### config.mk
export PLATFORM = sky130hd
export DESIGN_NAME = ahc_core
export DESIGN_NICKNAME = d
export VERILOG_FILES = /design/src/ahc_pkg.sv /design/src/ahc_ramp.sv /design/src/ahc_core.sv
export VERILOG_INCLUDE_DIRS = /design/src /design/src/src
export SDC_FILE = /design/constraint.sdc
export NUM_CORES = 1
export LEC_CHECK = 0
export BUFFER_PORTS_ARGS = -buffer_cell sky130_fd_sc_hd__buf_2
export CELL_PAD_IN_SITES_DETAIL_PLACEMENT = 0
export CELL_PAD_IN_SITES_GLOBAL_PLACEMENT = 2
export CORE_ASPECT_RATIO = 1.4
export CORE_UTILIZATION = 28
export CTS_CLUSTER_DIAMETER = 60
export DETAILED_ROUTE_END_ITERATION = 10
export GPL_ROUTABILITY_DRIVEN = 0
export PLACE_DENSITY = 0.71
export RECOVER_POWER = 25
export REMOVE_ABC_BUFFERS = 1
export SLEW_MARGIN = 20
export SYNTH_ARGS = -nofsm -noshare
export SYNTH_HDL_FRONTEND = slang
export SYNTH_HIERARCHICAL = 1
export SYNTH_SLANG_ARGS = --single-unit
### constraint.sdc
create_clock -name clk_sys -period 4.7 [get_ports clk_sys]
set_input_delay 0.47 -clock clk_sys [delete_from_list [all_inputs] [get_ports clk_sys]]
set_output_delay 0.47 -clock clk_sys [all_outputs]
set_load 0.01 [all_outputs]
### src/ahc_params.svh
`ifndef AHC_PARAMS_SVH
`define AHC_PARAMS_SVH
`define AHC_CLK_HZ 64'd10000000
`define AHC_SEC_PER_MIN 64'd60
`define AHC_MS_PER_S 64'd1000
`define AHC_PCT_STEPS 64'd100
`define AHC_SAVE_MIN_S 64'd6
`define AHC_SAVE_MAX_S 64'd9
`define AHC_RAMP_COOL_S 64'd30
`define AHC_RAMP_ELEC_S 64'd15
`define AHC_HUMID_LOW_MIN 64'd2
`define AHC_HUMID_MID_MIN 64'd5
`define AHC_DRY_TAIL_S 64'd60
`define AHC_TEMP_LEAD_S 64'd90
`define AHC_TEMP_TAIL_S 64'd30
`define AHC_DIGIT_MS 64'd1000
`define AHC_PCT_W 7
`define AHC_PCT_ZERO 7'h00
`define AHC_PCT_HALF 7'h32
`define AHC_PCT_HUMID_MID 7'h52
`define AHC_PCT_TEMPERATE 7'h3F
`define AHC_PCT_FULL 7'h64
`define AHC_PCT_IDLE_0 7'h28
`define AHC_PCT_IDLE_1 7'h3C
`define AHC_PCT_IDLE_2 7'h50
`define AHC_PCT_IDLE_3 7'h64
`define AHC_AUX_W 6
`define AHC_AF_W 8
`define AHC_SYS_W 5
`define AHC_MODEL_W 6
`define AHC_MODEL_RST 6'h00
`define AHC_AF_HEAT_HI 1
`define AHC_AF_HEAT_LO 0
`define AHC_AF_LOW_HI 4
`define AHC_AF_LOW_LO 2
`define AHC_AF_HIGH_HI 7
`define AHC_AF_HIGH_LO 5
`define AHC_AUX_S1_HI 1
`define AHC_AUX_S1_LO 0
`define AHC_AUX_KIT_HI 5
`define AHC_AUX_KIT_LO 2
`define AHC_SYS_EQUIP 0
`define AHC_SYS_COMFORT_HI 2
`define AHC_SYS_COMFORT_LO 1
`define AHC_SYS_IDLE_HI 4
`define AHC_SYS_IDLE_LO 3
`define AHC_S1_HT_B 2'h2
`define AHC_S1_BOTH 2'h3
`define AHC_FD_COND 8'h24
`define AHC_FD_TLOW 8'h37
`define AHC_FD_ROTOR 8'h38
`define AHC_FD_PARAM 8'h39
`define AHC_FD_BADTIME 8'h40
`define AHC_FD_LIMIT 8'h41
`define AHC_FD_NONE 8'h00
`endif

### src/ahc_pkg.sv
`include "ahc_params.svh"
package ahc_pkg;
  typedef struct packed {
    logic first_stage_heat_call;
    logic second_stage_heat_call;
    logic pump_heat_call;
    logic chill_call;
    logic fan_call;
  } ahc_calls_t;
  typedef struct packed {
    logic temp_low;
    logic lost_rotor;
    logic param_incomplete;
    logic param_bad_time;
    logic fault_limit;
  } ahc_motor_flt_t;
  typedef struct packed {
    logic [3:0] first;
    logic [3:0] second;
  } ahc_digits_t;
  typedef enum logic {AHC_EQ_HEAT_PUMP, AHC_EQ_AIR_COND} ahc_equip_t;
  typedef enum logic [1:0] {AHC_CF_NORMAL, AHC_CF_HUMID, AHC_CF_DRY, AHC_CF_TEMPERATE} ahc_comfort_t;
  typedef enum logic [2:0] {AHC_CS_IDLE, AHC_CS_STEP1, AHC_CS_STEP2, AHC_CS_FULL, AHC_CS_TAIL} ahc_chill_st_t;
  typedef enum logic [2:0] {
    AHC_FS_NONE, AHC_FS_COND, AHC_FS_TLOW, AHC_FS_ROTOR, AHC_FS_PARAM, AHC_FS_BADTIME, AHC_FS_LIMIT
  } ahc_fault_src_t;
endpackage : ahc_pkg

### src/ahc_ramp.sv
`timescale 1ns/1ps
`include "ahc_params.svh"
module ahc_ramp #(
  parameter int LW = `AHC_PCT_W
) (
  // Clock and reset
  input wire logic clk_sys,
  input wire logic rstn,
  // Requested level and pace
  input wire logic [LW-1:0] target,
  input wire logic [31:0] step_cycles,
  // Present level
  output logic [LW-1:0] level
);
  logic [LW-1:0] level_ff;
  logic [31:0] pace_ff;

  // One percent per step keeps a full-scale swing inside the allowed ramp time.
  always_ff @(posedge clk_sys or negedge rstn) begin
    if (!rstn) begin
      level_ff <= '0;
      pace_ff <= 32'h0;
    end else if (level_ff == target) begin
      pace_ff <= 32'h0;
    end else if (pace_ff + 32'h1 >= step_cycles) begin
      pace_ff <= 32'h0;
      level_ff <= (level_ff < target) ? level_ff + LW'(1) : level_ff - LW'(1);
    end else begin
      pace_ff <= pace_ff + 32'h1;
    end
  end

  assign level = level_ff;
endmodule : ahc_ramp

### src/ahc_core.sv
`timescale 1ns/1ps
`include "ahc_params.svh"
// Overview of operation
// - Humidifier drive on during any heating call except a pump call in air conditioner mode.
// - Stage one to relay A, two to B.
// - Size setting 00/01 maps stage one to A.
// - Size 10 maps to B, 11 both.
// - Electric heat plus cool: code 24, lockout, outputs off.
// - Button held 6 to 9 s stores model.
// - No model save while any call active.
// - Low chill airflow switches 3-5, high 6-8.
// - Equipment switch 0 heat pump, 1 air conditioner.
// - Fan-only airflow 40, 60, 80, 100 percent.
// - Heat kit code from two banks, six bits.
// - Blower ramps gradually, cooling within 30 s.
// - Electric heat ramps within 15 s.
// - Comfort setting normal, humid, dry, temperate.
// - Normal profile ramps straight zero to full.
// - Motor temperature low shows 3 then 7.
// - Lost rotor shows 3 then 8.
// - Incomplete motor parameters show 3 then 9.
// - Badly timed parameter change shows 4 then 0.
// - Motor fault limit shows 4 1, blower locked.
// - Humid: 50% 2 min, 82% 5 min, full.
// - Dry: 50% for 60 s after cooling.
// - Temperate: 63% for 90 s, then full.
// - Temperate: 63% for 30 s after cooling.
module ahc_core import ahc_pkg::*; #(
  parameter logic [31:0] SAVE_MIN_CYC = 32'(`AHC_SAVE_MIN_S * `AHC_CLK_HZ),
  parameter logic [31:0] SAVE_MAX_CYC = 32'(`AHC_SAVE_MAX_S * `AHC_CLK_HZ),
  parameter logic [31:0] RAMP_COOL_STEP = 32'(`AHC_RAMP_COOL_S * `AHC_CLK_HZ / `AHC_PCT_STEPS),
  parameter logic [31:0] RAMP_ELEC_STEP = 32'(`AHC_RAMP_ELEC_S * `AHC_CLK_HZ / `AHC_PCT_STEPS),
  parameter logic [31:0] HUMID_LOW_CYC = 32'(`AHC_HUMID_LOW_MIN * `AHC_SEC_PER_MIN * `AHC_CLK_HZ),
  parameter logic [31:0] HUMID_MID_CYC = 32'(`AHC_HUMID_MID_MIN * `AHC_SEC_PER_MIN * `AHC_CLK_HZ),
  parameter logic [31:0] DRY_TAIL_CYC = 32'(`AHC_DRY_TAIL_S * `AHC_CLK_HZ),
  parameter logic [31:0] TEMP_LEAD_CYC = 32'(`AHC_TEMP_LEAD_S * `AHC_CLK_HZ),
  parameter logic [31:0] TEMP_TAIL_CYC = 32'(`AHC_TEMP_TAIL_S * `AHC_CLK_HZ),
  parameter logic [31:0] DIGIT_CYC = 32'(`AHC_DIGIT_MS * `AHC_CLK_HZ / `AHC_MS_PER_S)
) (
  // Clock and reset
  input wire logic clk_sys,
  input wire logic rstn,
  // Thermostat calls and push button
  input wire ahc_calls_t tstat_calls,
  input wire logic save_button,
  // Installer switch banks
  input wire logic [`AHC_AUX_W-1:0] aux_switch_bank,
  input wire logic [`AHC_AF_W-1:0] airflow_switch_bank,
  input wire logic [`AHC_SYS_W-1:0] system_switch_bank,
  input wire logic [`AHC_MODEL_W-1:0] model_switches,
  // Motor fault reports
  input wire ahc_motor_flt_t motor_faults,
  // Relay and humidifier drives
  output logic heater_relay_a,
  output logic heater_relay_b,
  output logic humidifier_drive,
  // Blower requests
  output logic [`AHC_PCT_W-1:0] blower_level,
  output logic [2:0] first_stage_chill_airflow_sel,
  output logic [2:0] second_stage_chill_airflow_sel,
  output logic [5:0] heat_kit_airflow_code,
  output ahc_equip_t equipment_type_select,
  output ahc_comfort_t comfort_profile,
  output logic [1:0] idle_blower_level,
  // Model configuration
  output logic [`AHC_MODEL_W-1:0] model_config,
  output logic model_saved,
  // Status
  output logic conflict_lockout,
  output logic blower_lockout,
  output ahc_digits_t fault_digits,
  output logic [3:0] display_digit,
  output logic display_second
);

  localparam int SYNC_W = $bits(ahc_calls_t) + 1 + `AHC_AUX_W + `AHC_AF_W + `AHC_SYS_W + `AHC_MODEL_W
    + $bits(ahc_motor_flt_t);

  logic [SYNC_W-1:0] meta_ff;
  logic [SYNC_W-1:0] sync_ff;
  ahc_calls_t calls;
  logic button;
  logic [`AHC_AUX_W-1:0] aux_sw;
  logic [`AHC_AF_W-1:0] af_sw;
  logic [`AHC_SYS_W-1:0] sys_sw;
  logic [`AHC_MODEL_W-1:0] model_sw;
  ahc_motor_flt_t mflt;

  // Every pin is a switch or a slow 24 V level, so a plain two-stage synchroniser is enough.
  always_ff @(posedge clk_sys or negedge rstn) begin
    if (!rstn) begin
      meta_ff <= '0;
      sync_ff <= '0;
    end else begin
      meta_ff <= {tstat_calls, save_button, aux_switch_bank, airflow_switch_bank, system_switch_bank,
                  model_switches, motor_faults};
      sync_ff <= meta_ff;
    end
  end

  assign {calls, button, aux_sw, af_sw, sys_sw, model_sw, mflt} = sync_ff;

  ahc_equip_t equip;
  ahc_comfort_t comfort;
  logic [1:0] s1_size;
  logic elec_heat;
  logic pump_heat;
  logic heat_any;
  logic any_call;
  logic conflict;
  logic lock_now;

  assign equip = ahc_equip_t'(sys_sw[`AHC_SYS_EQUIP]);
  assign comfort = ahc_comfort_t'(sys_sw[`AHC_SYS_COMFORT_HI:`AHC_SYS_COMFORT_LO]);
  assign s1_size = aux_sw[`AHC_AUX_S1_HI:`AHC_AUX_S1_LO];
  assign elec_heat = calls.first_stage_heat_call | calls.second_stage_heat_call;
  assign pump_heat = calls.pump_heat_call & (equip == AHC_EQ_HEAT_PUMP);
  assign heat_any = elec_heat | pump_heat;
  assign any_call = |calls;
  assign conflict = elec_heat & calls.chill_call;
  assign lock_now = conflict | conflict_lockout;

  assign first_stage_chill_airflow_sel = af_sw[`AHC_AF_LOW_HI:`AHC_AF_LOW_LO];
  assign second_stage_chill_airflow_sel = af_sw[`AHC_AF_HIGH_HI:`AHC_AF_HIGH_LO];
  assign heat_kit_airflow_code = {af_sw[`AHC_AF_HEAT_HI:`AHC_AF_HEAT_LO],
                                  aux_sw[`AHC_AUX_KIT_HI:`AHC_AUX_KIT_LO]};
  assign equipment_type_select = equip;
  assign comfort_profile = comfort;
  assign idle_blower_level = sys_sw[`AHC_SYS_IDLE_HI:`AHC_SYS_IDLE_LO];

  logic conflict_lockout_ff;
  logic blower_lockout_ff;
  logic relay_a_ff;
  logic relay_b_ff;
  logic humid_ff;

  // Both lockouts hold until power is cycled; nothing but reset clears them.
  always_ff @(posedge clk_sys or negedge rstn) begin
    if (!rstn) begin
      conflict_lockout_ff <= 1'b0;
      blower_lockout_ff <= 1'b0;
    end else begin
      if (conflict) conflict_lockout_ff <= 1'b1;
      if (mflt.fault_limit) blower_lockout_ff <= 1'b1;
    end
  end

  assign conflict_lockout = conflict_lockout_ff;
  assign blower_lockout = blower_lockout_ff;

  always_ff @(posedge clk_sys or negedge rstn) begin
    if (!rstn) begin
      relay_a_ff <= 1'b0;
      relay_b_ff <= 1'b0;
      humid_ff <= 1'b0;
    end else begin
      relay_a_ff <= !lock_now && calls.first_stage_heat_call && (s1_size != `AHC_S1_HT_B);
      relay_b_ff <= !lock_now && (calls.second_stage_heat_call || (calls.first_stage_heat_call
                    && (s1_size == `AHC_S1_HT_B || s1_size == `AHC_S1_BOTH)));
      humid_ff <= !lock_now && heat_any;
    end
  end

  assign heater_relay_a = relay_a_ff;
  assign heater_relay_b = relay_b_ff;
  assign humidifier_drive = humid_ff;

  ahc_chill_st_t st_ff;
  logic [31:0] tmr_ff;
  logic chill_on;
  logic [31:0] lead_len;
  logic [31:0] tail_len;
  logic wants_tail;

  assign chill_on = calls.chill_call && !lock_now && !blower_lockout_ff;
  assign lead_len = (comfort == AHC_CF_HUMID) ? HUMID_LOW_CYC : TEMP_LEAD_CYC;
  assign tail_len = (comfort == AHC_CF_DRY) ? DRY_TAIL_CYC : TEMP_TAIL_CYC;
  assign wants_tail = (comfort == AHC_CF_DRY || comfort == AHC_CF_TEMPERATE) && !lock_now && !blower_lockout_ff;

  // Hold times run from the entry of a step, so the ramp into a level is part of its hold.
  always_ff @(posedge clk_sys or negedge rstn) begin
    if (!rstn) begin
      st_ff <= AHC_CS_IDLE;
      tmr_ff <= 32'h0;
    end else begin
      tmr_ff <= tmr_ff + 32'h1;
      case (st_ff)
        AHC_CS_IDLE: begin
          tmr_ff <= 32'h0;
          if (chill_on) begin
            st_ff <= (comfort == AHC_CF_HUMID || comfort == AHC_CF_TEMPERATE) ? AHC_CS_STEP1
                     : AHC_CS_FULL;
          end
        end
        AHC_CS_STEP1: begin
          if (!chill_on) begin
            st_ff <= wants_tail ? AHC_CS_TAIL : AHC_CS_IDLE;
            tmr_ff <= 32'h0;
          end else if (tmr_ff + 32'h1 >= lead_len) begin
            st_ff <= (comfort == AHC_CF_HUMID) ? AHC_CS_STEP2 : AHC_CS_FULL;
            tmr_ff <= 32'h0;
          end
        end
        AHC_CS_STEP2: begin
          if (!chill_on) begin
            st_ff <= wants_tail ? AHC_CS_TAIL : AHC_CS_IDLE;
            tmr_ff <= 32'h0;
          end else if (tmr_ff + 32'h1 >= HUMID_MID_CYC) begin
            st_ff <= AHC_CS_FULL;
            tmr_ff <= 32'h0;
          end
        end
        AHC_CS_FULL: begin
          tmr_ff <= 32'h0;
          if (!chill_on) st_ff <= wants_tail ? AHC_CS_TAIL : AHC_CS_IDLE;
        end
        AHC_CS_TAIL: begin
          if (chill_on || !wants_tail || tmr_ff + 32'h1 >= tail_len) begin
            st_ff <= AHC_CS_IDLE;
            tmr_ff <= 32'h0;
          end
        end
        default: st_ff <= AHC_CS_IDLE;
      endcase
    end
  end

  logic [`AHC_PCT_W-1:0] chill_pct;
  logic [`AHC_PCT_W-1:0] idle_pct;
  logic [`AHC_PCT_W-1:0] target;

  always_comb begin
    case (st_ff)
      AHC_CS_STEP1: chill_pct = (comfort == AHC_CF_HUMID) ? `AHC_PCT_HALF : `AHC_PCT_TEMPERATE;
      AHC_CS_STEP2: chill_pct = `AHC_PCT_HUMID_MID;
      AHC_CS_FULL: chill_pct = `AHC_PCT_FULL;
      AHC_CS_TAIL: chill_pct = (comfort == AHC_CF_DRY) ? `AHC_PCT_HALF : `AHC_PCT_TEMPERATE;
      default: chill_pct = `AHC_PCT_ZERO;
    endcase
    case (idle_blower_level)
      2'h0: idle_pct = `AHC_PCT_IDLE_0;
      2'h1: idle_pct = `AHC_PCT_IDLE_1;
      2'h2: idle_pct = `AHC_PCT_IDLE_2;
      default: idle_pct = `AHC_PCT_IDLE_3;
    endcase
    if (lock_now || blower_lockout_ff) target = `AHC_PCT_ZERO;
    else if (heat_any) target = `AHC_PCT_FULL;
    else if (st_ff != AHC_CS_IDLE) target = chill_pct;
    else if (calls.fan_call) target = idle_pct;
    else target = `AHC_PCT_ZERO;
  end

  ahc_ramp #(
    .LW(`AHC_PCT_W)
  ) u_ramp (
    .clk_sys(clk_sys),
    .rstn(rstn),
    .target(target),
    .step_cycles(elec_heat ? RAMP_ELEC_STEP : RAMP_COOL_STEP),
    .level(blower_level)
  );

  logic [31:0] btn_cnt_ff;
  logic btn_call_ff;
  logic [`AHC_MODEL_W-1:0] model_ff;
  logic saved_ff;
  logic btn_release;

  assign btn_release = !button && (btn_cnt_ff != 32'h0);

  // The count saturates just past the window, so an over-long hold can never wrap back into it.
  always_ff @(posedge clk_sys or negedge rstn) begin
    if (!rstn) begin
      btn_cnt_ff <= 32'h0;
      btn_call_ff <= 1'b0;
      model_ff <= `AHC_MODEL_RST;
      saved_ff <= 1'b0;
    end else begin
      saved_ff <= 1'b0;
      if (button) begin
        if (btn_cnt_ff <= SAVE_MAX_CYC) btn_cnt_ff <= btn_cnt_ff + 32'h1;
        if (any_call) btn_call_ff <= 1'b1;
      end else begin
        btn_cnt_ff <= 32'h0;
        btn_call_ff <= 1'b0;
      end
      if (btn_release && btn_cnt_ff >= SAVE_MIN_CYC && btn_cnt_ff <= SAVE_MAX_CYC
          && !btn_call_ff && !any_call) begin
        model_ff <= model_sw;
        saved_ff <= 1'b1;
      end
    end
  end

  assign model_config = model_ff;
  assign model_saved = saved_ff;

  ahc_motor_flt_t mflt_prev_ff;
  ahc_fault_src_t src_ff;
  ahc_fault_src_t nxt_src;
  logic src_alive;
  logic [7:0] nxt_code;
  ahc_digits_t digits_ff;

  always_comb begin
    case (src_ff)
      AHC_FS_COND: src_alive = conflict_lockout_ff;
      AHC_FS_TLOW: src_alive = mflt.temp_low;
      AHC_FS_ROTOR: src_alive = mflt.lost_rotor;
      AHC_FS_PARAM: src_alive = mflt.param_incomplete;
      AHC_FS_BADTIME: src_alive = mflt.param_bad_time;
      AHC_FS_LIMIT: src_alive = blower_lockout_ff;
      default: src_alive = 1'b0;
    endcase
    // Newest event wins; among simultaneous ones the most severe is shown.
    if (mflt.fault_limit && !mflt_prev_ff.fault_limit) nxt_src = AHC_FS_LIMIT;
    else if (mflt.param_bad_time && !mflt_prev_ff.param_bad_time) nxt_src = AHC_FS_BADTIME;
    else if (mflt.param_incomplete && !mflt_prev_ff.param_incomplete) nxt_src = AHC_FS_PARAM;
    else if (mflt.lost_rotor && !mflt_prev_ff.lost_rotor) nxt_src = AHC_FS_ROTOR;
    else if (mflt.temp_low && !mflt_prev_ff.temp_low) nxt_src = AHC_FS_TLOW;
    else if (conflict && !conflict_lockout_ff) nxt_src = AHC_FS_COND;
    else if (src_alive) nxt_src = src_ff;
    else nxt_src = AHC_FS_NONE;
    case (nxt_src)
      AHC_FS_COND: nxt_code = `AHC_FD_COND;
      AHC_FS_TLOW: nxt_code = `AHC_FD_TLOW;
      AHC_FS_ROTOR: nxt_code = `AHC_FD_ROTOR;
      AHC_FS_PARAM: nxt_code = `AHC_FD_PARAM;
      AHC_FS_BADTIME: nxt_code = `AHC_FD_BADTIME;
      AHC_FS_LIMIT: nxt_code = `AHC_FD_LIMIT;
      default: nxt_code = `AHC_FD_NONE;
    endcase
  end

  logic [31:0] dig_tmr_ff;
  logic show_second_ff;
  logic [3:0] disp_ff;
  logic nxt_show;

  assign nxt_show = (nxt_src != src_ff) ? 1'b0
                  : ((dig_tmr_ff + 32'h1 >= DIGIT_CYC) ? !show_second_ff : show_second_ff);

  always_ff @(posedge clk_sys or negedge rstn) begin
    if (!rstn) begin
      mflt_prev_ff <= '0;
      src_ff <= AHC_FS_NONE;
      digits_ff <= '0;
      dig_tmr_ff <= 32'h0;
      show_second_ff <= 1'b0;
      disp_ff <= 4'h0;
    end else begin
      mflt_prev_ff <= mflt;
      src_ff <= nxt_src;
      digits_ff <= nxt_code;
      dig_tmr_ff <= (nxt_src != src_ff || dig_tmr_ff + 32'h1 >= DIGIT_CYC) ? 32'h0 : dig_tmr_ff + 32'h1;
      show_second_ff <= nxt_show;
      disp_ff <= nxt_show ? nxt_code[3:0] : nxt_code[7:4];
    end
  end

  assign fault_digits = digits_ff;
  assign display_digit = disp_ff;
  assign display_second = show_second_ff;
endmodule : ahc_core

* After elaboration in Yosys (flattened, before gate mapping)
Cells that the tools add are included.
W data, S select, Z words.
** Word-level totals
- Register bits after elaboration :: 244
- Input bits :: 38
- Output and inout bits :: 49
- Logic and storage cells :: 178
** Cells by class
- $add $sub $neg :: 6
- Order comparisons :: 8
- Eq/ne operators :: 33
- Muxes and demuxes :: 49
- Bitwise logic cells :: 7
- Reduce and logical (&&, ||, !) cells :: 49
** Operators with widths (count)
- $mux W32 :: 10
- $add A32 B1 Y32 const B :: 4
- $pmux W32 S4 :: 1
- $mux W3 :: 15
- $pmux W7 S6 :: 1
- $mux W7 :: 5
- $ge A32 B22 Y1 :: 1
- $ge A32 B24 Y1 const B :: 1
- $ge A32 B26 Y1 const B :: 1
- $ge A32 B30 Y1 :: 1
- $ge A32 B31 Y1 :: 1
- $ge A32 B32 Y1 const B :: 1
- $le A32 B27 Y1 const B :: 1
- $reduce_bool A32 Y1 :: 1
- $mux W31 :: 1
- $mux W30 :: 1
- $pmux W7 S4 :: 1
- $mux W22 :: 1
- $eq A3 B3 Y1 const B :: 7
- $pmux W7 S3 :: 1
- $logic_and A1 B1 Y1 :: 20
- $eq A3 B2 Y1 const B :: 6
- $pmux W3 S5 :: 1
- $logic_not A1 Y1 :: 13
- other kinds (26) :: 56

* Logic depth before layout (Yosys ltp)
Gate-level depths: netlist of run 1.
- Depth in word-level cells :: 12
- Mapped depth :: 18
- Gate-level depth less buffers :: 17

* Hierarchy
The synthesis of run 1 kept the hierarchy.
** Modules (own cells, without submodules)
- ahc_core :: times used 1, cells an instance 1003, area each 10178.5 um^2, sequential area each 5104.9 um^2
- ahc_ramp :: times used 1, cells an instance 328, area each 3123.0 um^2, sequential area each 975.9 um^2

* Worst setup path before layout of run 1
OpenSTA, ideal clock, no wires.
- Path kind :: flip-flop to flip-flop
- Start :: register tmr_ff[0]
- End :: register tmr_ff[0]
- Library setup time :: 0.137 ns
- Arrival time :: 3.757 ns
- Required time :: 4.563 ns
- Setup slack :: 0.806 ns
- Stages on the path, launching flop included :: 17
- Path buffers :: 4
- Clock period less this slack :: 3.894 ns
- Cells stage by stage :: dfrtp_1 ha_1 buf_2 nand4_4 or4_1 buf_2 nor2_1 nand2_1 xnor2_1 ha_1 nand4_1 or4b_1 o41ai_2 and3_1 buf_4 buf_6 a21oi_1
** On the way
- Cells in the longest elaborated chain, start to end :: 5
- Elaborated cells between the ends (all ways) :: 11
- Those cells by class :: add/sub: 1; order compare: 3; mux: 6; reduce/logical: 1
** Ends and longest elaborated chain
- start, declared :: RTL line ahc_core.sv:169 : logic [31:0] tmr_ff;
- start signal, assigned :: RTL line ahc_core.sv:186 : tmr_ff <= tmr_ff + 32'h1;
- $add A32 B1 Y32 (*)
- $ge A32 B32 Y1 (tied with other cells) :: RTL line ahc_core.sv:208 : end else if (tmr_ff + 32'h1 >= HUMID_MID_CYC) begin
- $mux W32 (tied with other cells) :: RTL line ahc_core.sv:208
- $mux W32, on equally long branches :: RTL line ahc_core.sv:205, ahc_core.sv:196, ahc_core.sv:218
- $pmux W32 S4 (*) :: RTL line ahc_core.sv:187 : case (st_ff)
Mark *: on every way between the ends. The rest lies on a longest branch, timed or not.
A chain may end at the register's enable or synchronous reset.

* Final worst setup path of run 1
- Start :: register sync_ff[35]
- End :: register u_ramp.level_ff[6] (netlist: u_ramp/level[6])
** On the way
- Cells in the longest elaborated chain, start to end :: 8
- Elaborated cells between the ends (all ways) :: 14
- Those cells by class :: order compare: 2; eq/ne: 1; mux: 4; bitwise: 5; reduce/logical: 2
** Ends and longest elaborated chain
- start, declared :: RTL line ahc_core.sv:80 : logic [SYNC_W-1:0] sync_ff;
- start signal, assigned :: RTL line ahc_core.sv:97 : sync_ff <= meta_ff;
- $or A1 B1 Y1 (*) :: RTL line ahc_core.sv:116 : assign elec_heat = calls.first_stage_heat_call | calls.second_stage_heat_call;
- net elec_heat :: RTL line ahc_core.sv:106 : logic elec_heat;
- $and A1 B1 Y1 :: RTL line ahc_core.sv:120 : assign conflict = elec_heat & calls.chill_call;
- $or A1 B1 Y1 :: RTL line ahc_core.sv:121 : assign lock_now = conflict | conflict_lockout;
- $logic_or A1 B1 Y1 :: RTL line ahc_core.sv:246 : if (lock_now || blower_lockout_ff) target = `AHC_PCT_ZERO;
- $mux W7 (*) :: RTL line ahc_core.sv:246
- net target[4] :: RTL line ahc_core.sv:230 : logic [`AHC_PCT_W-1:0] target;
- parallel branches: the longest is 3 deep, another holds $lt A7 B7 Y1
- end signal, assigned :: RTL line ahc_ramp.sv:27 : level_ff <= (level_ff < target) ? level_ff + LW'(1) : level_ff - LW'(1);
- end, declared :: RTL line ahc_ramp.sv:15 : logic [LW-1:0] level_ff;
Mark *: on every way through the listed nets, which the timed path passes.

==> results of run 1 <==
registers in the layout, summed over array words and instances, names as in the netlist, 4 cells and up:
name,count
meta_ff,36
sync_ff,36
btn_cnt_ff,32
dig_tmr_ff,32
tmr_ff,32
u_ramp/pace_ff,32
fault_digits,7
u_ramp/level,7
model_config,6
mflt_prev_ff,5
display_digit,4
cell type report:
cell class	instances	area [um^2]	share of cell area, %
sequential	243	6080	38.3
clock inverter	18	273	1.72
tap	624	781	4.92
multi-input combinational	973	6690	42.1
clock buffer	34	785	4.94
inverter	77	289	1.82
timing repair buffer	148	988	6.22
cells by family after synthesis:
family,Yosys count,share of synthesized area [%]
XOR/XNOR,111,7.42
flip-flops,243,45.7
adder cells (fa/ha/maj),74,7.02
multiplexers,19,1.71
AO/OA/AOI/OAI,231,11.7
other,2,0.0565
buffers and inverters,144,4.86
AND/OR/NAND/NOR,507,21.5
per-layer routing:
| layer | track usage [%] | up-vias | wire length, um |
|---|---|---|---|
| met3 | 2.13 | 55 | 1090 |
| met1 | 16.7 | 4913 | 13900 |
| met2 | 26.6 | 121 | 17900 |
| met5 | 0 | - | 0 |
| li1 | - | 4974 | - |
| met4 | 5.03 | 0 | 973 |
per-stage QoR:
stage          std cells  total power, mW  hold WS (ps)
6_report            2117             4.93          59.3
5_1_grt             2117             5.15          28.6
4_1_cts             2117             5.03          11.8
3_5_place_dp        2031             2.47           335
3_3_place_gp        2031             2.47           331
2_1_floorplan       1293             2.34           174
worst max-delay path, cell delays in order, from the launching register on:
cell	delay, ps
sky130_fd_sc_hd__dfrtp_1	400
sky130_fd_sc_hd__or2_2	370
sky130_fd_sc_hd__a21oi_1	360
sky130_fd_sc_hd__nand3_1	220
sky130_fd_sc_hd__a21oi_1	170
sky130_fd_sc_hd__inv_1	70
sky130_fd_sc_hd__ha_1	310
sky130_fd_sc_hd__a211oi_1	220
sky130_fd_sc_hd__nor2_1	80
sky130_fd_sc_hd__a211o_1	400
sky130_fd_sc_hd__fa_1	460
sky130_fd_sc_hd__a211oi_1	360
sky130_fd_sc_hd__o21bai_1	120
sky130_fd_sc_hd__a21oi_1	180
sky130_fd_sc_hd__xnor2_1	140
sky130_fd_sc_hd__o211ai_1	130
sky130_fd_sc_hd__xnor2_1	150
cells in the final DEF, fill, tap and decap left out, types with 27 or more instances in the layout:
cell and count:
sky130_fd_sc_hd__ha_1 73, sky130_fd_sc_hd__and3_1 48, sky130_fd_sc_hd__a21oi_1 67, sky130_fd_sc_hd__xnor2_1 70, sky130_fd_sc_hd__clkbuf_16 29, sky130_fd_sc_hd__buf_2 81
sky130_fd_sc_hd__nand4_1 36, sky130_fd_sc_hd__xor2_1 39, sky130_fd_sc_hd__dfrtp_1 243, sky130_fd_sc_hd__conb_1 31, sky130_fd_sc_hd__dlygate4sd3_1 34, sky130_fd_sc_hd__nand2_1 79
sky130_fd_sc_hd__o21ai_0 49, sky130_fd_sc_hd__buf_4 27, sky130_fd_sc_hd__inv_1 77, sky130_fd_sc_hd__nor2_1 83, sky130_fd_sc_hd__and2_1 31, sky130_fd_sc_hd__nand3_1 63
what timing repair did:
| item | 4_1_cts | 5_1_grt |
|---|---|---|
| hold endpoints to repair | 123 | 0 |
| hold buffers | 34 | 0 |
| setup endpoints to repair | 0 | 0 |
worst paths after layout:
check	start	endpoint	slack (ps)	cells after the start
max	sync_ff[35]$_DFF_PN0_	u_ramp/level[6]$_DFFE_PN0P_	450	16
min	tstat_calls[0]	meta_ff[31]$_DFF_PN0_	60	1
max reg2reg	sync_ff[35]$_DFF_PN0_	u_ramp/level[6]$_DFFE_PN0P_	450	16
min reg2reg	meta_ff[17]$_DFF_PN0_	sync_ff[17]$_DFF_PN0_	340	0
max in group asynchronous	rstn	btn_cnt_ff[8]$_DFFE_PN0P_	1720	3
min in group asynchronous	rstn	tmr_ff[2]$_DFF_PN0_	1160	2
power by group through the flow:
| stage | logic, mW | registers [mW] | clock network, mW |
|---|---|---|---|
| after floorplan | 0.105 | 2.23 | 0 |
| after global placement | 0.242 | 2.23 | 0 |
| after detailed placement | 0.245 | 2.23 | 0 |
| after CTS | 0.269 | 2.19 | 2.57 |
| after global routing | 0.297 | 2.20 | 2.66 |
| final | 0.259 | 2.19 | 2.48 |
==> impl_metrics.yaml, run 1 <==
timing:
  timing.final.crit_share_pct: 90.4
  max_slew_margin_pct: -63.7
  drv_slew: 92
  finalSetupTns_ps: 0
  skew_ps: 14.7
  timing.final.hold_violations: 0
  worstMarginPinSlew_ps: 2460
  setup-violations-final: 0
  finalWorstPathRequiredPeriod_ps: 4250
  final.setup.worst_slack_ps: 450
  grt_setup_unrepaired: "false"
  achievable-frequency_mhz: 235
synthesis:
  synth.cells.most_frequent: "sky130_fd_sc_hd__dfrtp_1 (243), sky130_fd_sc_hd__nor2_1 (83), sky130_fd_sc_hd__nand2_1 (79), sky130_fd_sc_hd__inv_1 (77), sky130_fd_sc_hd__ha_1 (73)"
  asyncSetResetFlopFracSynth_pct: 100
  netlist_top_cells_area: "sky130_fd_sc_hd__dfrtp_1 (46%), sky130_fd_sc_hd__ha_1 (6.9%), sky130_fd_sc_hd__xnor2_1 (4.6%)"
  synth_sequential_area_ratio_pct: 45.7
  post_synth.cell_area_avg_um2: 9.99
  post_synth_instance_area_um2: 13300
  netlist_instances: 1331
  synthMostInstantiatedCell: "sky130_fd_sc_hd__dfrtp_1"
  synth_edf_count: 0
  dominantRegCellSynth: "sky130_fd_sc_hd__dfrtp_1"
  netlist.top_cell.by_area: "sky130_fd_sc_hd__dfrtp_1"
  synth_top_area_share_pct: 45.7
  synth.lib_cells_used.distinct: 93
  yosysWarningCount: 6
  total_of_flip_flops_plus_latches_after_synthesis: 243
run_status:
  status: "finished, violations left"
  violated_checks: "max-capacitance violations, max-slew violations"
detailed_routing:
  routed_wire_length_per_instance_um: 16.0
  detail_route.first_pass.iterations: 4
  wire_length_reported_by_the_detailed_router_um: 33900
  drt_drc_violations_left: 0
  vias_per_cell: 4.75
  violation_count_after_the_first_detailed_route_iteration: 450
  routed-via-count: 10063
  ant_nets: 0
floorplan:
  initial_core_util_pct: 28.3
  fp.dieH_um: 260
  core.rowCount: 94
  ios: 87
  die-width_um: 186
  die_area_um2: 48400
  core-area_um2: 46900
final_layout:
  finish.utilization_pct: 33.8
  area_growth_syn_to_layout_pct: 19.4
  drive_above_1_share_pct: 13.9
  fillerInstances: 4822
  postLayoutCellArea_um2: 15900
  diodes: 0
  finish.net_count: 1584
power:
  power_frac_comb_pct: 5.2
  power.share.switching_pct: 23.1
  leakage_nw: 7.09
  ir_drop_mv: 0.233
  pd_cells_nw_per_um2: 310
  switching_power_mw: 1.14
  internal_power_mw: 3.79
  clockPowerShare_pct: 50.3
  power.sequential.fraction_pct: 44.4
place:
  dp_hpwl_um: 24500
  placement.setup.worst_slack_ps: 550
  placedInstanceArea_um2: 14500
  io_buffer_count: 85
clock_network:
  count_of_cells_resized_by_post_cts_repair: 0
  clk_pin_slew_worst_paths_ps: 60
  htree_levels: 1
  clock_tree_from_tritoncts: "done"
  clock_latency_ps: 560
  max-clock-path-buffers: 3
  clock-root-buffer: "sky130_fd_sc_hd__clkbuf_16"
  clock_sink_count: 243
  tritoncts.num_buffers: 29
  cts_setup_buffers: 0
min_path:
  worst_hold_path_type: "input pin to register"
critical_path:
  timing.critical_path.required_ps: 5150
  end_kind: "register"
  path_class: "register to register"
  timing.critical_path.fanout_max: 7
  arrival_time_worst_endpoint_ps: 4700
  setup.worst_path.start_class: "register"
run:
  max_cap_viols: 1
global_routing:
  number_of_antenna_violations_at_the_first_check_in_global_routing: 0
  globalRouteOverflowTotal: 0
  grt_pass1_wl_um: 55500
  grt.total_usage_pct: 14.4
  first_global_vias: 10544
  grt_start_max_net_pins: 98
(Power assumes the default switching activity.)
==> run 2, diff against run 1 <==
MAX_ROUTING_LAYER = met4   (was not set)
==> impl_metrics.yaml, run 2 (same netlist as run 1, synthesis figures left out) <==
critical_path:
  timing.critical_path.required_ps: 5150
  crit_family: "compound AO/OA/AOI/OAI gates"
  timing.rr.end: "u_ramp/level[6]$_DFFE_PN0P_"
  end_kind: "register"
  slowest_delay_ps: 460
  critical_path.startpoint: "sync_ff[35]$_DFF_PN0_"
  worst_path_max_delay_cell: "sky130_fd_sc_hd__fa_1"
  reg2reg_from: "sync_ff[35]$_DFF_PN0_"
  timing.critical_path.buf_inv: 1
  arrival_time_worst_endpoint_ps: 4680
  worst_path_most_repeated_cell: "sky130_fd_sc_hd__a21oi_1"
  path_class: "register to register"
  path_cells: "or2_2 -> a21oi_1 -> nand3_1 -> a21oi_1 -> inv_1 -> ha_1 -> a211oi_1 -> nor2_1 -> a211o_1 -> fa_1 -> a211oi_1 -> o21bai_1 -> a21oi_1 -> xnor2_1 -> o211ai_1 -> xnor2_1"
  reg2regPathDepth: 16
  critical_path_cell_count: 16
  setup.worst_path.start_class: "register"
  timing.critical_path.fanout_max: 7
  worstSetupEndpoint: "u_ramp/level[6]$_DFFE_PN0P_"
  reg2reg_setup_slack_ps: 470
clock_network:
  cts_setup_buffers: 0
  clock_tree_from_tritoncts: "done"
  tritoncts.num_buffers: 29
  max-clock-path-buffers: 3
  clock_latency_ps: 560
  htree_levels: 1
  clk_pin_slew_worst_paths_ps: 60
  clock_sink_count: 243
  clock-root-buffer: "sky130_fd_sc_hd__clkbuf_16"
  count_of_cells_resized_by_post_cts_repair: 0
  post_cts_hold_buffer_count: 34
detailed_routing:
  routed-via-count: 10057
  routed_wire_length_per_instance_um: 16.0
  ant_nets: 0
  wire_length_reported_by_the_detailed_router_um: 33900
  vias_per_cell: 4.75
  detail_route.first_pass.iterations: 4
  drt_drc_violations_left: 0
  violation_count_after_the_first_detailed_route_iteration: 470
power:
  ir_drop_mv: 0.233
  power_frac_comb_pct: 5.2
  power.total_mw: 4.93
  power.share.switching_pct: 23.1
  leakage_nw: 7.09
  switching_power_mw: 1.14
  clockPowerShare_pct: 50.4
  power.sequential.fraction_pct: 44.4
  internal_power_mw: 3.79
  pd_cells_nw_per_um2: 311
timing:
  achievable-frequency_mhz: 236
  grt_setup_unrepaired: "false"
  skew_ps: 10.9
  drv_slew: 92
  fin_hold_ws_ps: 57.6
  worstMarginPinSlew_ps: 2460
  setup-violations-final: 0
  max_slew_margin_pct: -64.3
  timing.final.crit_share_pct: 90.0
  timing.final.hold_violations: 0
  final.setup.worst_slack_ps: 468
  finalSetupTns_ps: 0
  finalWorstPathRequiredPeriod_ps: 4230
place:
  dp_hpwl_um: 24500
  placedInstanceArea_um2: 14500
  post-place-cells: 2031
  io_buffer_count: 85
  placement.setup.worst_slack_ps: 550
final_layout:
  finish.net_count: 1584
  postLayoutCellArea_um2: 15900
  layout_commonest_cell: "sky130_fd_sc_hd__dfrtp_1"
  top_regs: "meta_ff x36, sync_ff x36"
  diodes: 0
  layout_common_cells: "sky130_fd_sc_hd__dfrtp_1 (243), sky130_fd_sc_hd__nor2_1 (83), sky130_fd_sc_hd__buf_2 (81)"
  fillerInstances: 4822
  area_growth_syn_to_layout_pct: 19.4
  instances_no_fill: 2117
  drive_above_1_share_pct: 13.9
  finish.utilization_pct: 33.8
floorplan:
  core.rowCount: 94
  ios: 87
  core-area_um2: 46900
  fp.dieH_um: 260
  initial_core_util_pct: 28.3
  die_area_um2: 48400
  die-width_um: 186
global_routing:
  globalRouteOverflowTotal: 0
  grt_pass1_wl_um: 55600
  number_of_antenna_violations_at_the_first_check_in_global_routing: 0
  first_global_vias: 10532
  grt_start_max_net_pins: 98
  grt.total_usage_pct: 14.9
min_path:
  worst_hold_path_type: "input pin to register"
  min_delay_path_depth: 1
run_status:
  violated_checks: "max-capacitance violations, max-slew violations"
  status: "finished, violations left"
run:
  max_cap_viols: 1
==> run 2: cell counts in the layout (fill, tap and decap cells not counted) <==
Identical to the previous run, type by type.
==> run 2: worst min path at each step <==
| stage | from | to | slack [ps] |
|---|---|---|---|
| floorplan | rstn | blower_lockout$_DFFE_PN0P_ | 170 |
| global placement | meta_ff[7]$_DFF_PN0_ | sync_ff[7]$_DFF_PN0_ | 330 |
| detailed placement | meta_ff[18]$_DFF_PN0_ | sync_ff[18]$_DFF_PN0_ | 330 |
| CTS | tstat_calls[0] | meta_ff[31]$_DFF_PN0_ | 10 |
| global route | tstat_calls[0] | meta_ff[31]$_DFF_PN0_ | 30 |
| finish | tstat_calls[0] | meta_ff[31]$_DFF_PN0_ | 60 |
==> run 2: final cells by class <==
cell class | count | area, um^2 | area share [%]
well taps | 624 | 781 | 4.92
clock buffers | 34 | 785 | 4.94
multi-input cells | 973 | 6690 | 42.1
inverters | 77 | 289 | 1.82
repair buffers | 148 | 988 | 6.22
flip-flops and latches | 243 | 6080 | 38.3
clock inverters | 18 | 273 | 1.72
==> run 2: metal layers <==
metal,wire length [um],global-route usage [%],vias to the layer above
met5,0,-,-
met1,14000,16.9,4916
li1,-,-,4968
met3,1060,2.07,54
met4,967,5.03,0
met2,17900,26.4,119
==> run 2: power by group through the flow <==
stage                     Sequential [mW]  Clock [mW]  Combinational (mW)
after global placement               2.23           0               0.242
after CTS                            2.19        2.57               0.269
final                                2.19        2.49               0.259
after global routing                 2.20        2.66               0.298
after floorplan                      2.23           0               0.105
after detailed placement             2.23           0               0.245
==> run 3, diff against run 2 <==
BUFFER_PORTS_ARGS = not set   (was -buffer_cell sky130_fd_sc_hd__buf_2)
CORE_UTILIZATION = 42   (was 28)
DONT_BUFFER_PORTS = 1   (was not set)
PLACE_DENSITY = not set   (was 0.71)
PLACE_DENSITY_LB_ADDON = 0.1   (was not set)
==> impl_metrics.yaml, run 3 (same netlist as run 1, synthesis figures left out) <==
run_status:
  status: "finished, violations left"
  violated_checks: "design-rule violations, negative hold slack"
clock_network:
  tritoncts.num_buffers: 26
  post_cts_hold_buffer_count: 36
  clock_tree_from_tritoncts: "done"
  clock_latency_ps: 550
  count_of_cells_resized_by_post_cts_repair: 0
  clock_sink_count: 243
  max-clock-path-buffers: 3
  cts_setup_buffers: 0
  htree_levels: 1
  clock-root-buffer: "sky130_fd_sc_hd__clkbuf_16"
  clk_pin_slew_worst_paths_ps: 70
floorplan:
  fp.dieH_um: 213
  initial_core_util_pct: 42.9
  core.rowCount: 76
  core-area_um2: 31000
  die-width_um: 152
  die_area_um2: 32400
  ios: 87
timing:
  timing.final.crit_share_pct: 87.8
  achievable-frequency_mhz: 242
  fin_hold_ws_ps: -393
  finalSetupTns_ps: 0
  final.setup.worst_slack_ps: 576
  finalWorstPathRequiredPeriod_ps: 4120
  max_slew_margin_pct: 31.7
  timing.final.hold_violations: 243
  setup-violations-final: 0
  skew_ps: 8.91
  grt_setup_unrepaired: "false"
  worstMarginPinSlew_ps: 1020
  drv_slew: 0
final_layout:
  seqCellArea_um2: 6080
  layout_common_cells: "sky130_fd_sc_hd__dfrtp_1 (243), sky130_fd_sc_hd__nor2_1 (83), sky130_fd_sc_hd__nand2_1 (79)"
  postLayoutCellArea_um2: 15000
  diodes: 0
  drive_above_1_share_pct: 8.49
  top_regs: "meta_ff x36, sync_ff x36"
  layout_commonest_cell: "sky130_fd_sc_hd__dfrtp_1"
  multi_input_comb_area_um2: 6690
  finish.net_count: 1494
  area_growth_syn_to_layout_pct: 12.6
  fillerInstances: 2938
detailed_routing:
  vias_per_cell: 5.47
  drt_drc_violations_left: 3
  detail_route.first_pass.iterations: 8
  routed_wire_length_per_instance_um: 18.3
  wire_length_reported_by_the_detailed_router_um: 32700
  ant_nets: 0
  violation_count_after_the_first_detailed_route_iteration: 456
  routed-via-count: 9811
critical_path:
  worst_path_most_repeated_cell: "sky130_fd_sc_hd__ha_1"
  slowest_delay_ps: 550
  critical_path_cell_count: 13
  reg2regPathDepth: 13
  timing.critical_path.required_ps: 5080
  reg2reg_from: "tmr_ff[0]$_DFF_PN0_"
  path_cells: "ha_1 -> nand4_4 -> or4_1 -> nor2_1 -> nand2_1 -> xnor2_1 -> ha_1 -> nand4_1 -> or4b_1 -> o41ai_2 -> and3_1 -> buf_4 -> a21oi_1"
  timing.critical_path.fanout_max: 22
  setup.worst_path.start_class: "register"
  timing.critical_path.buf_inv: 1
  critical_path.startpoint: "tmr_ff[0]$_DFF_PN0_"
  worst_path_max_delay_cell: "sky130_fd_sc_hd__or4_1"
  arrival_time_worst_endpoint_ps: 4510
  crit_family: "simple AND/OR/NAND/NOR gates"
  path_class: "register to register"
  end_kind: "register"
place:
  io_buffer_count: 0
  placement.setup.worst_slack_ps: 582
  dp_hpwl_um: 23000
  placedInstanceArea_um2: 13700
global_routing:
  grt.total_usage_pct: 21.4
  first_global_vias: 9963
  globalRouteOverflowTotal: 0
  grt_start_max_net_pins: 244
  number_of_antenna_violations_at_the_first_check_in_global_routing: 0
  grt_pass1_wl_um: 53500
power:
  leakage_nw: 6.62
  pd_cells_nw_per_um2: 299
  power.total_mw: 4.47
  ir_drop_mv: 0.322
min_path:
  worst_hold_path_type: "input pin to asynchronous set/reset pin"
run:
  max_cap_viols: 0
==> run 3: changes by cell type in the layout (fill, tap and decap cells not counted), moves of 3 or more <==
cell,change
sky130_fd_sc_hd__clkinv_4,+3
sky130_fd_sc_hd__clkinvlp_4,+3
sky130_fd_sc_hd__clkbuf_1,-4
sky130_fd_sc_hd__bufinv_16,-5
sky130_fd_sc_hd__buf_2,-81
==> run 3: area by class of cell <==
type / count / area share (%)
Clock inverter: 18 / 1.15
Timing Repair Buffer: 61 / 3.66
Inverter: 77 / 1.93
Sequential cell: 243 / 40.6
Multi-Input combinational cell: 973 / 44.7
Clock buffer: 30 / 4.72
Tap cell: 390 / 3.26
==> run 3: final timing paths <==
path / to / slack [ps]
max in group asynchronous: sync_ff[34]$_DFF_PN0_ / 4800
min in group clk_sys: sync_ff[0]$_DFF_PN0_ / 350
worst max-delay path: tmr_ff[18]$_DFF_PN0_ / 580
worst min register to register: sync_ff[0]$_DFF_PN0_ / 350
worst min-delay path: tmr_ff[15]$_DFF_PN0_ / -390
worst max register to register: tmr_ff[18]$_DFF_PN0_ / 580
==> run 3: per-layer routing <==
metal / wire length (um) / share of wire [%] / up-vias / global-route usage, %
li1: - / - / 4795 / -
met1: 13400 / 41 / 4784 / 24.1
met2: 16900 / 51 / 162 / 38.1
met3: 1290 / 3.9 / 70 / 3.26
met4: 1230 / 3.8 / 0 / 8.90
met5: 0 / 0 / - / -
==> run 3: power breakdown <==
group          switching, mW  internal [mW]
Sequential            0.0569           2.15
Clock                  0.943           1.16
Combinational         0.0794         0.0780
Total                   1.08           3.40
==> run 3: through the flow <==
| step | instances | hold WS (ps) | util (%) |
|---|---|---|---|
| 2_1_floorplan | 1293 | 174 | - |
| 3_3_place_gp | 1708 | 184 | 44.3 |
| 3_5_place_dp | 1708 | 185 | 44.3 |
| 4_1_cts | 1792 | -407 | 48.3 |
| 5_1_grt | 1792 | -412 | 48.3 |
| 6_report | 1792 | -393 | 48.3 |
==> run 3: worst register-to-register path: stages, from the launching register on <==
cell and delay (ps):
sky130_fd_sc_hd__dfrtp_1 420, sky130_fd_sc_hd__ha_1 410, sky130_fd_sc_hd__nand4_4 230, sky130_fd_sc_hd__or4_1 560
sky130_fd_sc_hd__nor2_1 150, sky130_fd_sc_hd__nand2_1 80, sky130_fd_sc_hd__xnor2_1 170, sky130_fd_sc_hd__ha_1 310
sky130_fd_sc_hd__nand4_1 110, sky130_fd_sc_hd__or4b_1 500, sky130_fd_sc_hd__o41ai_2 380, sky130_fd_sc_hd__and3_1 220
sky130_fd_sc_hd__buf_4 280, sky130_fd_sc_hd__a21oi_1 140
